File: config.mk
export PLATFORM = sky130hd
export DESIGN_NAME = spgp_port
export DESIGN_NICKNAME = d
export VERILOG_FILES = /design/src/hdl/spgp_pkg.sv /design/src/hdl/spgp_sampler.sv /design/src/hdl/spgp_pin_cell.sv /design/src/hdl/spgp_port.sv
export VERILOG_INCLUDE_DIRS = /design/src /design/src/hdl
export SDC_FILE = /design/constraint.sdc
export NUM_CORES = 1
export LEC_CHECK = 0
export CAP_MARGIN = 10
export CELL_PAD_IN_SITES_DETAIL_PLACEMENT = 1
export CELL_PAD_IN_SITES_GLOBAL_PLACEMENT = 2
export CORE_MARGIN = 4
export CORE_UTILIZATION = 34
export DETAILED_ROUTE_END_ITERATION = 7
export DONT_BUFFER_PORTS = 1
export GPL_TIMING_DRIVEN = 0
export PLACE_DENSITY = 0.64
export RECOVER_POWER = 50
export SLEW_MARGIN = 10
export SYNTH_ARGS = -nofsm -noshare
export SYNTH_HDL_FRONTEND = slang
export SYNTH_SLANG_ARGS = --single-unit
File: constraint.sdc
create_clock -name mclk -period 1.2 [get_ports mclk]
set_input_delay 0.24 -clock mclk [delete_from_list [all_inputs] [get_ports mclk]]
set_output_delay 0.24 -clock mclk [all_outputs]
set_load 0.02 [all_outputs]
File: src/hdl/spgp_cfg.svh
// constants for the shared pin general-purpose port
`ifndef SPGP_CFG_SVH
`define SPGP_CFG_SVH

// register bus geometry
`define SPGP_ADDR_W 8
`define SPGP_DATA_W 8

// register offsets
`define SPGP_OFS_CTRL 8'h0E
`define SPGP_OFS_OUT 8'h0F
`define SPGP_OFS_IN 8'h10

// field positions
`define SPGP_NUM_PINS 5
`define SPGP_CTRL_EN_BIT 7
`define SPGP_DIR_MSB 4
`define SPGP_VAL_MSB 4
`define SPGP_PIN_FILTER 4
`define SPGP_MODE_MSB 3

// reset values
`define SPGP_RST_CTRL 8'h00
`define SPGP_RST_OUT 8'h00
`define SPGP_RST_IN 8'h00
`define SPGP_RST_RDATA 8'h00

`endif

File: src/hdl/spgp_pkg.sv
// types shared by the shared pin general-purpose port
`include "spgp_cfg.svh"

package spgp_pkg;

   // control register contents as held in flops
   typedef struct packed {
      logic enable;
      logic [`SPGP_DIR_MSB:0] dir;
   } spgp_ctrl_t;

   // role of the five shared pins
   typedef enum logic [1:0] {
      SPGP_ST_SELECT = 2'h1,
      SPGP_ST_GPIO = 2'h2
   } spgp_state_t;

endpackage

File: src/hdl/spgp_sampler.sv
// input level sampling register for the shared pins
`timescale 1ns/1ps
`include "spgp_cfg.svh"

module spgp_sampler #(
   parameter int WIDTH = `SPGP_NUM_PINS
) (
   // clock and reset
   input wire logic mclk,
   input wire logic resetn,
   // pin levels, synchronous to mclk
   input wire logic [WIDTH-1:0] level,
   output logic [WIDTH-1:0] sampled
);

   logic [WIDTH-1:0] next_sampled;

   // pins are synchronous, so one stage is enough
   always_comb begin
      next_sampled = level;
   end

   always_ff @(posedge mclk or negedge resetn) begin
      if (!resetn) begin
         sampled <= '0;
      end else begin
         sampled <= next_sampled;
      end
   end

endmodule

File: src/hdl/spgp_pin_cell.sv
// output driver of one shared pin
`timescale 1ns/1ps

module spgp_pin_cell (
   // clock and reset
   input wire logic mclk,
   input wire logic resetn,
   // control
   input wire logic active,
   input wire logic dir,
   input wire logic drive_value,
   // pad side
   output logic pin_out,
   output logic pin_oe_n
);

   logic drive;
   logic next_pin_out;
   logic next_pin_oe_n;

   // drive only as a general output; the pad stays released otherwise
   always_comb begin
      drive = active & dir;
      next_pin_oe_n = ~drive;
      next_pin_out = drive & drive_value;
   end

   always_ff @(posedge mclk or negedge resetn) begin
      if (!resetn) begin
         pin_out <= 1'b0;
         pin_oe_n <= 1'b1;
      end else begin
         pin_out <= next_pin_out;
         pin_oe_n <= next_pin_oe_n;
      end
   end

endmodule

File: src/hdl/spgp_port.sv
// shared pin general-purpose port: registers, role control and pin drive
`timescale 1ns/1ps
`include "spgp_cfg.svh"

module spgp_port
   import spgp_pkg::*;
(
   // clock and reset
   input wire logic mclk,
   input wire logic resetn,
   // register port
   input wire logic [`SPGP_ADDR_W-1:0] reg_addr,
   input wire logic [`SPGP_DATA_W-1:0] reg_wdata,
   input wire logic reg_wr,
   input wire logic reg_rd,
   output logic [`SPGP_DATA_W-1:0] reg_rdata,
   output logic reg_rvalid,
   // device control mode
   input wire logic spi_mode,
   // shared pins
   input wire logic [`SPGP_NUM_PINS-1:0] general_pins_in,
   output logic [`SPGP_NUM_PINS-1:0] general_pins_out,
   output logic [`SPGP_NUM_PINS-1:0] general_pins_oe_n,
   // selection role towards the rest of the device
   output logic filter_select_level,
   output logic [`SPGP_MODE_MSB:0] mode_select_pin,
   output logic select_role
);

   ////////////////////////////////////////////////////////////////////////////
   // address decode

   // exact match on the full address; no aliasing of the three registers
   function automatic logic spgp_hit(input logic [`SPGP_ADDR_W-1:0] addr,
                                     input logic [`SPGP_ADDR_W-1:0] ofs);
      spgp_hit = (addr == ofs);
   endfunction

   logic wr_ctrl;
   logic wr_out;
   logic rd_ctrl;
   logic rd_out;
   logic rd_in;

   assign wr_ctrl = reg_wr & spgp_hit(reg_addr, `SPGP_OFS_CTRL);
   assign wr_out = reg_wr & spgp_hit(reg_addr, `SPGP_OFS_OUT);
   assign rd_ctrl = reg_rd & spgp_hit(reg_addr, `SPGP_OFS_CTRL);
   assign rd_out = reg_rd & spgp_hit(reg_addr, `SPGP_OFS_OUT);
   assign rd_in = reg_rd & spgp_hit(reg_addr, `SPGP_OFS_IN);

   ////////////////////////////////////////////////////////////////////////////
   // software registers

   localparam logic [`SPGP_DATA_W-1:0] RST_CTRL = `SPGP_RST_CTRL;
   localparam logic [`SPGP_DATA_W-1:0] RST_OUT = `SPGP_RST_OUT;
   localparam logic [`SPGP_DATA_W-1:0] RST_IN = `SPGP_RST_IN;
   localparam logic [`SPGP_DATA_W-1:0] RST_RDATA = `SPGP_RST_RDATA;

   spgp_ctrl_t ctrl;
   spgp_ctrl_t next_ctrl;
   logic [`SPGP_VAL_MSB:0] out_value;
   logic [`SPGP_VAL_MSB:0] next_out_value;
   logic [`SPGP_VAL_MSB:0] in_value;
   logic [`SPGP_VAL_MSB:0] next_in_value;
   logic [`SPGP_NUM_PINS-1:0] sampled;
   spgp_state_t state;
   spgp_state_t next_state;
   logic gpio_active;

   // reserved bits 6..5 of control are not stored and read back as zero
   always_comb begin
      next_ctrl = ctrl;
      next_out_value = out_value;
      if (wr_ctrl) begin
         next_ctrl.enable = reg_wdata[`SPGP_CTRL_EN_BIT];
         next_ctrl.dir = reg_wdata[`SPGP_DIR_MSB:0];
      end
      if (wr_out) begin
         next_out_value = reg_wdata[`SPGP_VAL_MSB:0];
      end
   end

   // cleared at reset: the port comes up disabled with all pins as inputs
   always_ff @(posedge mclk or negedge resetn) begin
      if (!resetn) begin
         ctrl <= spgp_ctrl_t'({RST_CTRL[`SPGP_CTRL_EN_BIT], RST_CTRL[`SPGP_DIR_MSB:0]});
         out_value <= RST_OUT[`SPGP_VAL_MSB:0];
      end else begin
         ctrl <= next_ctrl;
         out_value <= next_out_value;
      end
   end

   ////////////////////////////////////////////////////////////////////////////
   // pin role

   // leaving serial control mode takes the pins back at once, even if enabled
   always_comb begin
      next_state = state;
      case (state)
         SPGP_ST_SELECT: begin
            if (ctrl.enable && spi_mode) begin
               next_state = SPGP_ST_GPIO;
            end
         end
         SPGP_ST_GPIO: begin
            if (!ctrl.enable || !spi_mode) begin
               next_state = SPGP_ST_SELECT;
            end
         end
         default: begin
            next_state = SPGP_ST_SELECT;
         end
      endcase
   end

   always_ff @(posedge mclk or negedge resetn) begin
      if (!resetn) begin
         state <= SPGP_ST_SELECT;
      end else begin
         state <= next_state;
      end
   end

   assign gpio_active = (state == SPGP_ST_GPIO);

   ////////////////////////////////////////////////////////////////////////////
   // pin sampling and drive

   spgp_sampler #(
      .WIDTH(`SPGP_NUM_PINS)
   ) u_sampler (
      .mclk(mclk),
      .resetn(resetn),
      .level(general_pins_in),
      .sampled(sampled)
   );

   // bit n of direction and output data belongs to pin n; bit 4 is the filter pin
   genvar gi;
   generate
      for (gi = 0; gi < `SPGP_NUM_PINS; gi++) begin : g_pin
         spgp_pin_cell u_cell (
            .mclk(mclk),
            .resetn(resetn),
            .active(gpio_active),
            .dir(ctrl.dir[gi]),
            .drive_value(out_value[gi]),
            .pin_out(general_pins_out[gi]),
            .pin_oe_n(general_pins_oe_n[gi])
         );
      end
   endgenerate

   // only active inputs report a level; other bits read zero
   always_comb begin
      next_in_value = '0;
      if (gpio_active) begin
         next_in_value = sampled & ~ctrl.dir;
      end
   end

   // selection levels follow the pins; select_role tells when they are meaningful
   logic [`SPGP_NUM_PINS-1:0] next_select_levels;
   logic [`SPGP_NUM_PINS-1:0] select_levels;
   logic next_select_role;

   always_comb begin
      next_select_levels = sampled;
      next_select_role = ~gpio_active;
   end

   always_ff @(posedge mclk or negedge resetn) begin
      if (!resetn) begin
         in_value <= RST_IN[`SPGP_VAL_MSB:0];
         select_levels <= '0;
         select_role <= 1'b1;
      end else begin
         in_value <= next_in_value;
         select_levels <= next_select_levels;
         select_role <= next_select_role;
      end
   end

   assign filter_select_level = select_levels[`SPGP_PIN_FILTER];
   assign mode_select_pin = select_levels[`SPGP_MODE_MSB:0];

   ////////////////////////////////////////////////////////////////////////////
   // read data

   logic [`SPGP_DATA_W-1:0] next_rdata;
   logic next_rvalid;

   // unmapped addresses answer zero; data stands only in the cycle after the read
   always_comb begin
      next_rdata = RST_RDATA;
      next_rvalid = reg_rd;
      if (rd_ctrl) begin
         next_rdata[`SPGP_CTRL_EN_BIT] = ctrl.enable;
         next_rdata[`SPGP_DIR_MSB:0] = ctrl.dir;
      end else if (rd_out) begin
         next_rdata[`SPGP_VAL_MSB:0] = out_value;
      end else if (rd_in) begin
         next_rdata[`SPGP_VAL_MSB:0] = in_value;
      end
   end

   always_ff @(posedge mclk or negedge resetn) begin
      if (!resetn) begin
         reg_rdata <= RST_RDATA;
         reg_rvalid <= 1'b0;
      end else begin
         reg_rdata <= next_rdata;
         reg_rvalid <= next_rvalid;
      end
   end

   ////////////////////////////////////////////////////////////////////////////
   // assertions

   property p_gpio_needs_spi;
      @(posedge mclk) disable iff (!resetn)
      gpio_active |-> $past(spi_mode);
   endproperty
   a_gpio_needs_spi: assert property (p_gpio_needs_spi) else $error("pins in gpio role outside spi mode");

   property p_disabled_released;
      @(posedge mclk) disable iff (!resetn)
      !ctrl.enable |-> ##2 (&general_pins_oe_n);
   endproperty
   a_disabled_released: assert property (p_disabled_released) else $error("pin driven while disabled");

   property p_enable_enters_gpio;
      @(posedge mclk) disable iff (!resetn)
      (ctrl.enable && spi_mode) |=> gpio_active ##1 !select_role;
   endproperty
   a_enable_enters_gpio: assert property (p_enable_enters_gpio) else $error("global enable did not take pins");

   property p_direction;
      @(posedge mclk) disable iff (!resetn)
      gpio_active |=> (general_pins_oe_n == ~$past(ctrl.dir));
   endproperty
   a_direction: assert property (p_direction) else $error("pin enable does not follow direction");

   property p_filter_pin;
      @(posedge mclk) disable iff (!resetn)
      (gpio_active && ctrl.dir[`SPGP_PIN_FILTER] && out_value[`SPGP_PIN_FILTER])
         |=> (!general_pins_oe_n[`SPGP_PIN_FILTER] && general_pins_out[`SPGP_PIN_FILTER]);
   endproperty
   a_filter_pin: assert property (p_filter_pin) else $error("filter pin not driven by bit 4");

   property p_out_data;
      @(posedge mclk) disable iff (!resetn)
      gpio_active |=> (general_pins_out == ($past(out_value) & $past(ctrl.dir)));
   endproperty
   a_out_data: assert property (p_out_data) else $error("output pin level differs from data");

   property p_in_readback;
      @(posedge mclk) disable iff (!resetn)
      (gpio_active ##1 rd_in) |=> (reg_rdata[`SPGP_VAL_MSB:0] ==
         ($past(sampled, 2) & ~$past(ctrl.dir, 2)));
   endproperty
   a_in_readback: assert property (p_in_readback) else $error("input readback wrong");

   property p_spi_loss_releases;
      @(posedge mclk) disable iff (!resetn)
      !spi_mode |-> ##2 ((&general_pins_oe_n) && select_role);
   endproperty
   a_spi_loss_releases: assert property (p_spi_loss_releases) else $error("pins kept outside spi mode");

   property p_read_answer;
      @(posedge mclk) disable iff (!resetn)
      reg_rd |=> reg_rvalid ##1 (reg_rvalid == $past(reg_rd));
   endproperty
   a_read_answer: assert property (p_read_answer) else $error("read answer not one cycle later");

   // a stale answer would look like a second read to software
   property p_rdata_idle;
      @(posedge mclk) disable iff (!resetn)
      !reg_rd |=> (!reg_rvalid && reg_rdata == RST_RDATA);
   endproperty
   a_rdata_idle: assert property (p_rdata_idle) else $error("read data not cleared after answer");

   property p_ctrl_write;
      @(posedge mclk) disable iff (!resetn)
      wr_ctrl |=> (ctrl.enable == $past(reg_wdata[`SPGP_CTRL_EN_BIT]) &&
         ctrl.dir == $past(reg_wdata[`SPGP_DIR_MSB:0]));
   endproperty
   a_ctrl_write: assert property (p_ctrl_write) else $error("control write lost");

   // main scenarios
   c_enter_gpio: cover property (@(posedge mclk) disable iff (!resetn) !gpio_active ##1 gpio_active);
   c_drive_high: cover property (@(posedge mclk) disable iff (!resetn) gpio_active && (|general_pins_out));
   c_read_input: cover property (@(posedge mclk) disable iff (!resetn) gpio_active && rd_in);
   c_spi_drop: cover property (@(posedge mclk) disable iff (!resetn) gpio_active && !spi_mode);
   c_write_pair: cover property (@(posedge mclk) disable iff (!resetn) wr_ctrl ##1 wr_out);

endmodule

==> results.md, run 1 <==
* I/O Buffers at 0
* Worst hold path class: primary input to asynchronous set/reset pin
* Final worst setup slack at -0.164 ns
* Share of post-route cells with drive strength above 1 at 0.357
* Gate power share at 0.036
* Worst-path maximum fanout at 5
* Max Slew Vio Count at 0
* Syn Inst Count at 121
* Critical path launch point type: primary input
* Htree depth at 2
* Synth area leaders: dfrtp_1 56%, dfstp_2 11%, buf_4 5.2%
* Nets at 165
* Dpl hpwl at 2420 um
* Final Setup Violations at 11
* Synth area leader: dfrtp_1
* # diodes at 0
* Yosys top cell area share at 0.562
* GRT Overall Usage at 0.123
* Commonest non-fill, non-tap cells in the layout: 39 x dfrtp_1, 11 x mux2_4, 11 x buf_4
* WP data arrival at 1.54 ns
* Commonest non-fill, non-tap cell in the layout: dfrtp_1
* Worst reg2reg setup slack at 0.07 ns
* Largest net degree at the start of global routing at 47
* Actual slew at the worst max-slew pin at 0.511 ns
* Clk root buf: clkbuf_8
* Number of I/O pins at 51
* Hold Buf Count CTS at 6
* Fmax at 733 MHz
* Clock transition at path regs at 0.08 ns
* Vias per cell at 4.91
* Reg2reg end: g_pin[2].u_cell.pin_out$_DFF_PN0_
* Internal at 2.12 mW
* Die area at 0.00632 mm2
* Final hold vios at 46
* Post-Synthesis Cell Area at 0.00174 mm2
* Die width at 79.5 um
* Worst-Skew Late Latency at 0.29 ns
* RePlAce Congestion at 0.711
* Clk_skew at 0.00599 ns
* Sequential power share at 0.608
* R2R cell count at 3
* Place WS at -0.793 ns
* Final Cycle Share at 1.14
* # DRC at 0
* Core ar. at 0.00485 mm2
* Initial core utilization at 0.358
* Register bit total from synthesis at 46
* Routed WL at 3670 um
* Congestion Overflow GR at 0
* Max_slew headroom at 0.658
* Leakage at 0.974 nW
* Row cnt at 25
* Per-cell routed wire length at 17.7 um
* Critical Path End Type: flip-flop
* Clock power share at 0.355
* Design Power at 2.69 mW
* Total CTS buffers at 5
* CTS tree: yes
* Minimum clock period at 1.36 ns
* Post-synthesis area per instance at 14.4 um2
* Failing checks: hold timing, setup timing
* First-pass GRT wire length at 5730 um
* Initial antenna violation count at 0
* RSZ-0062 raised after global routing: yes
* Vias in the first global route at 1109
* Post-synthesis sequential area ratio at 0.668
* Worst r2r src: state[0]$_DFFE_PN1P_
* Cell variety after synth at 26
* Iteration-0 DRC Markers at 81
* P&R area growth vs syn at 20.1%
* Hold slack at -0.370 ns
* Status: complete, but fails checks
* Worst Setup Path Type: primary input to flip-flop
* CTS Buffer Depth at 2
* Max-cap viol count at 0
* Worst EP required at 1.38 ns
* Sw Ratio at 0.213
* Psw at 0.574 mW
* Die Y at 79.5 um
* Pre-Repair DR Iteration Count at 4
* Power density cells at 1290 mW/mm2
* Peak supply drop at 795 uV
* CTS Sinks at 46
* Synthesis warning total at 0
* Via count at 1016
* Post-route ant nets at 0
## metrics by stage
step / cells / util / TNS, ns / area [um2]
2_1_floorplan: 122 / - / -4.93 / 1750
3_3_place_gp: 189 / 0.378 / -8.80 / 1830
3_5_place_dp: 189 / 0.378 / -9.07 / 1830
4_1_cts: 203 / 0.419 / -1.08 / 2030
5_1_grt: 207 / 0.430 / -1.61 / 2090
6_report: 207 / 0.430 / -1.45 / 2090
## synth_stat cells
cell type  number
a2bb2oi_1       4
mux2_4          5
nor3b_1         5
dfrtp_1        39
or3b_4          1
nor4b_1         1
buf_4          12
buf_6           1
inv_1           5
nor2_1          1
dfstp_2         7
nand4_1         4
o211ai_1        4
xor2_1          1
nor2b_1         1
clkbuf_1        2
and3_1          5
buf_2           1
nand2_1         5
nand3_1         5
a31oi_1         1
conb_1          1
or4b_1          1
and4b_1         1
mux2_2          6
nor4b_2         2
## cell type report
cell class              count  area, um2
plain buffers              15        129
clock inverters             2       12.5
multi-input cells          55        498
clock buffers               6       82.6
fillers                   504       2760
repair buffers             11        101
flip-flops and latches     46       1160
inverters                   5       18.8
well taps                  67       83.8
## metal layers
layer | wire length (um) | part of all wire | track usage | up-vias
met5 | 0 | 0 | 0 | -
met4 | 39 | 0.011 | 0.0515 | 0
met3 | 280 | 0.076 | 0.0508 | 4
met2 | 1820 | 0.50 | 0.197 | 43
met1 | 1530 | 0.42 | 0.145 | 526
li1 | - | - | - | 443
## registers in the layout, summed over array words and instances (netlist names)
name and count:
ctrl 6, g_pin.u_cell.pin_oe_n 5, g_pin.u_cell.pin_out 5, in_value 5
out_value 5, reg_rdata 6, reg_rvalid 1, select_levels 5
select_role 1, state 2, u_sampler.sampled 5
## repair_timing
action                     4_1_cts  5_1_grt
hold endpoints to repair        52       46
setup endpoints to repair       18       20
resized for setup               12        6
pin swaps                        1        2
cloned                           0        0
buffers inserted                 1        4
## worst max-delay path, stage by stage
cell and delay [ns]:
or3b_4 0.39, or4b_4 0.58, mux2_4 0.33
## how the worst max path moves through the flow
stage,startpoint,to,slack (ns)
after global placement,reg_addr[7],ctrl[0]$_DFFE_PN0P_,-0.74
after global routing,reg_addr[7],ctrl[2]$_DFFE_PN0P_,-0.16
after floorplan,reg_addr[7],out_value[0]$_DFFE_PN0P_,-0.46
final,reg_addr[7],out_value[2]$_DFFE_PN0P_,-0.16
after detailed placement,reg_addr[7],ctrl[2]$_DFFE_PN0P_,-0.79
after CTS,reg_addr[7],out_value[2]$_DFFE_PN0P_,-0.18
## power groups by stage
stage	Clock [mW]	Sequential, mW	Combinational, mW
floorplan	0	1.65	0.0586
global placement	0	1.66	0.0642
CTS	0.987	1.64	0.0906
detailed placement	0	1.67	0.0668
finish	0.956	1.64	0.0982
global route	1.07	1.64	0.105
## cells by family after synthesis
| kind of cell | share of synthesized area |
|---|---|
| buffers and inverters | 0.0764 |
| muxes | 0.0821 |
| DFF | 0.668 |
| AOI/OAI and AO/OA | 0.0411 |
| and+or+nand+nor | 0.125 |
| other | 0.00216 |
| xor gates and xnor gates | 0.00504 |
Power figures use the tool's default switching activity.
==> inputs of run 2 (changes only) <==
--- a/config.mk
+++ b/config.mk
@@ -11,6 +11,7 @@
 export CELL_PAD_IN_SITES_GLOBAL_PLACEMENT = 2
 export CORE_MARGIN = 4
 export CORE_UTILIZATION = 34
+export CTS_BUF_LIST = sky130_fd_sc_hd__clkbuf_4
 export DETAILED_ROUTE_END_ITERATION = 7
 export DONT_BUFFER_PORTS = 1
 export GPL_TIMING_DRIVEN = 0
==> run 2 against run 1 <==
Against the previous run:
- critical endpoint unchanged
- first-iteration DRC count is 26% lower
- cell count unchanged
- setup slack improved by 0.056 ns
- non-clock buffer count unchanged
- clock-buffer cell count shrank 1
- the flow still finishes with violations (hold timing, setup timing)
==> results.md, run 2 (synthesized netlist as in run 1, its figures left out) <==
* Fin util at 0.418 (was 0.430)
* # diodes at 0 (unchanged)
* Area after DPL at 0.00183 mm2 (unchanged)
* Peak supply drop at 772 uV (was 795 uV)
* CTS Buffer Depth at 2 (unchanged)
* Failing checks: hold timing, setup timing (unchanged)
* Fmax at 764 MHz (was 733 MHz)
* Leakage at 0.945 nW (was 0.974 nW)
* Final hold vios at 46 (unchanged)
* I/O Buffers at 0 (unchanged)
* Max-cap viol count at 0 (unchanged)
* Routed WL at 3550 um (was 3670 um)
* Via count at 989 (was 1016)
* Vias per cell at 4.78 (was 4.91)
* Hold slack at -0.444 ns (was -0.370 ns)
* Die Y at 79.5 um (unchanged)
* Congestion Overflow GR at 0 (unchanged)
* Top flop regs: ctrl: 6 flops, reg_rdata: 6 flops (unchanged)
* Commonest non-fill, non-tap cells in the layout: 39 x dfrtp_1, 10 x dlygate4sd3_1, 8 x buf_4 (was 39 x dfrtp_1, 11 x mux2_4, 11 x buf_4)
* # DRC at 0 (unchanged)
* Critical Path End Type: flip-flop (unchanged)
* RSZ-0062 raised after global routing: yes (unchanged)
* Die area at 0.00632 mm2 (unchanged)
* Max_slew headroom at 0.626 (was 0.658)
* Place WS at -0.793 ns (unchanged)
* Commonest non-fill, non-tap cell in the layout: dfrtp_1 (unchanged)
* Initial antenna violation count at 0 (unchanged)
* WP data arrival at 1.55 ns (was 1.54 ns)
* Final Setup Violations at 11 (unchanged)
* Worst reg2reg setup slack at 0.09 ns (was 0.07 ns)
* Actual slew at the worst max-slew pin at 0.559 ns (was 0.511 ns)
* Total CTS buffers at 5 (unchanged)
* Worst hold path class: primary input to asynchronous set/reset pin (unchanged)
* Share of post-route cells with drive strength above 1 at 0.321 (was 0.357)
* Iteration-0 DRC Markers at 60 (was 81)
* Worst-Skew Late Latency at 0.36 ns (was 0.29 ns)
* Worst-path maximum fanout at 5 (unchanged)
* Clock transition at path regs at 0.13 ns (was 0.08 ns)
* Fin Setup TNS at -0.722 ns (was -1.45 ns)
* Largest net degree at the start of global routing at 47 (unchanged)
* Nets at 165 (unchanged)
* CTS tree: yes (unchanged)
* Htree depth at 2 (unchanged)
* Critical path launch point type: primary input (unchanged)
* Row cnt at 25 (unchanged)
* Worst Setup Path Type: primary input to flip-flop (unchanged)
* Per-cell routed wire length at 17.2 um (was 17.7 um)
* R2R cell count at 3 (unchanged)
* Post-route ant nets at 0 (unchanged)
* Post-route cell area at 0.00203 mm2 (was 0.00209 mm2)
* Pre-Repair DR Iteration Count at 3 (was 4)
* RePlAce Congestion at 0.711 (unchanged)
* Power density cells at 1200 mW/mm2 (was 1290 mW/mm2)
* CTS Sinks at 46 (unchanged)
* Clk_skew at 0.0101 ns (was 0.00599 ns)
* Vias in the first global route at 1115 (was 1109)
* Final Cycle Share at 1.09 (was 1.14)
* GRT Overall Usage at 0.122 (was 0.123)
* First-pass GRT wire length at 5750 um (was 5730 um)
* Worst r2r src: state[0]$_DFFE_PN1P_ (unchanged)
* Worst EP required at 1.45 ns (was 1.38 ns)
* Final worst setup slack at -0.108 ns (was -0.164 ns)
* Minimum clock period at 1.31 ns (was 1.36 ns)
* Dpl hpwl at 2420 um (unchanged)
* Die width at 79.5 um (unchanged)
* # placed instances at 189 (unchanged)
* Non-filler cells, final at 207 (unchanged)
* Max Slew Vio Count at 0 (unchanged)
* Clk root buf: clkbuf_4 (was clkbuf_8)
* Reg2reg end: g_pin[2].u_cell.pin_out$_DFF_PN0_ (unchanged)
* Core ar. at 0.00485 mm2 (unchanged)
* P&R area growth vs syn at 16.8% (was 20.1%)
* Status: complete, but fails checks (unchanged)
* Design Power at 2.42 mW (was 2.69 mW)
* Initial core utilization at 0.358 (unchanged)
* Number of I/O pins at 51 (unchanged)
## run 2: area by class of cell
cell class                      count  area (um2)
Clock inverter                      3        16.3
Tap cell                           67        83.8
Inverter                            5        18.8
Fill cell                         505        2820
Sequential cell                    46        1160
Timing Repair Buffer               11         111
Clock buffer                        5        37.5
Multi-Input combinational cell     55         475
Buffer                             15         125
## run 2: report_power, final
part | internal [mW] | switching, mW
Combinational | 0.0627 | 0.0336
Clock | 0.218 | 0.473
Sequential | 1.59 | 0.0455
Total | 1.87 | 0.552
## run 2: layer usage
metal / vias up / GRT usage / wire [um] / share of wire
li1: 443 / - / - / -
met4: 0 / 0.0567 / 70 / 0.020
met3: 7 / 0.0519 / 266 / 0.075
met1: 500 / 0.144 / 1450 / 0.41
met5: - / 0 / 0 / 0
met2: 39 / 0.193 / 1770 / 0.50
## run 2: worst max-delay path by stage
stage	start	depth (start not counted)	to	slack [ns]
2_1_floorplan	reg_addr[7]	4	out_value[0]$_DFFE_PN0P_	-0.46
3_3_place_gp	reg_addr[7]	3	ctrl[0]$_DFFE_PN0P_	-0.74
3_5_place_dp	reg_addr[7]	3	ctrl[2]$_DFFE_PN0P_	-0.79
4_1_cts	reg_addr[7]	3	out_value[2]$_DFFE_PN0P_	-0.1
5_1_grt	g_pin[3].u_cell.pin_oe_n$_DFF_PN1_	1	general_pins_oe_n[3]	-0.10
6_report	reg_addr[7]	3	out_value[2]$_DFFE_PN0P_	-0.11
## run 2: what timing repair did
action | 4_1_cts | 5_1_grt
setup endpoints to repair | 22 | 24
resized for setup | 9 | 3
hold buffers | 7 | 3
pin swaps | 1 | 1
hold endpoints to repair | 53 | 50
setup buffers | 1 | 0
## run 2: worst max-delay path, stage by stage
cell,delay [ns]
or3b_4,0.40
or4b_4,0.58
mux2_4,0.33
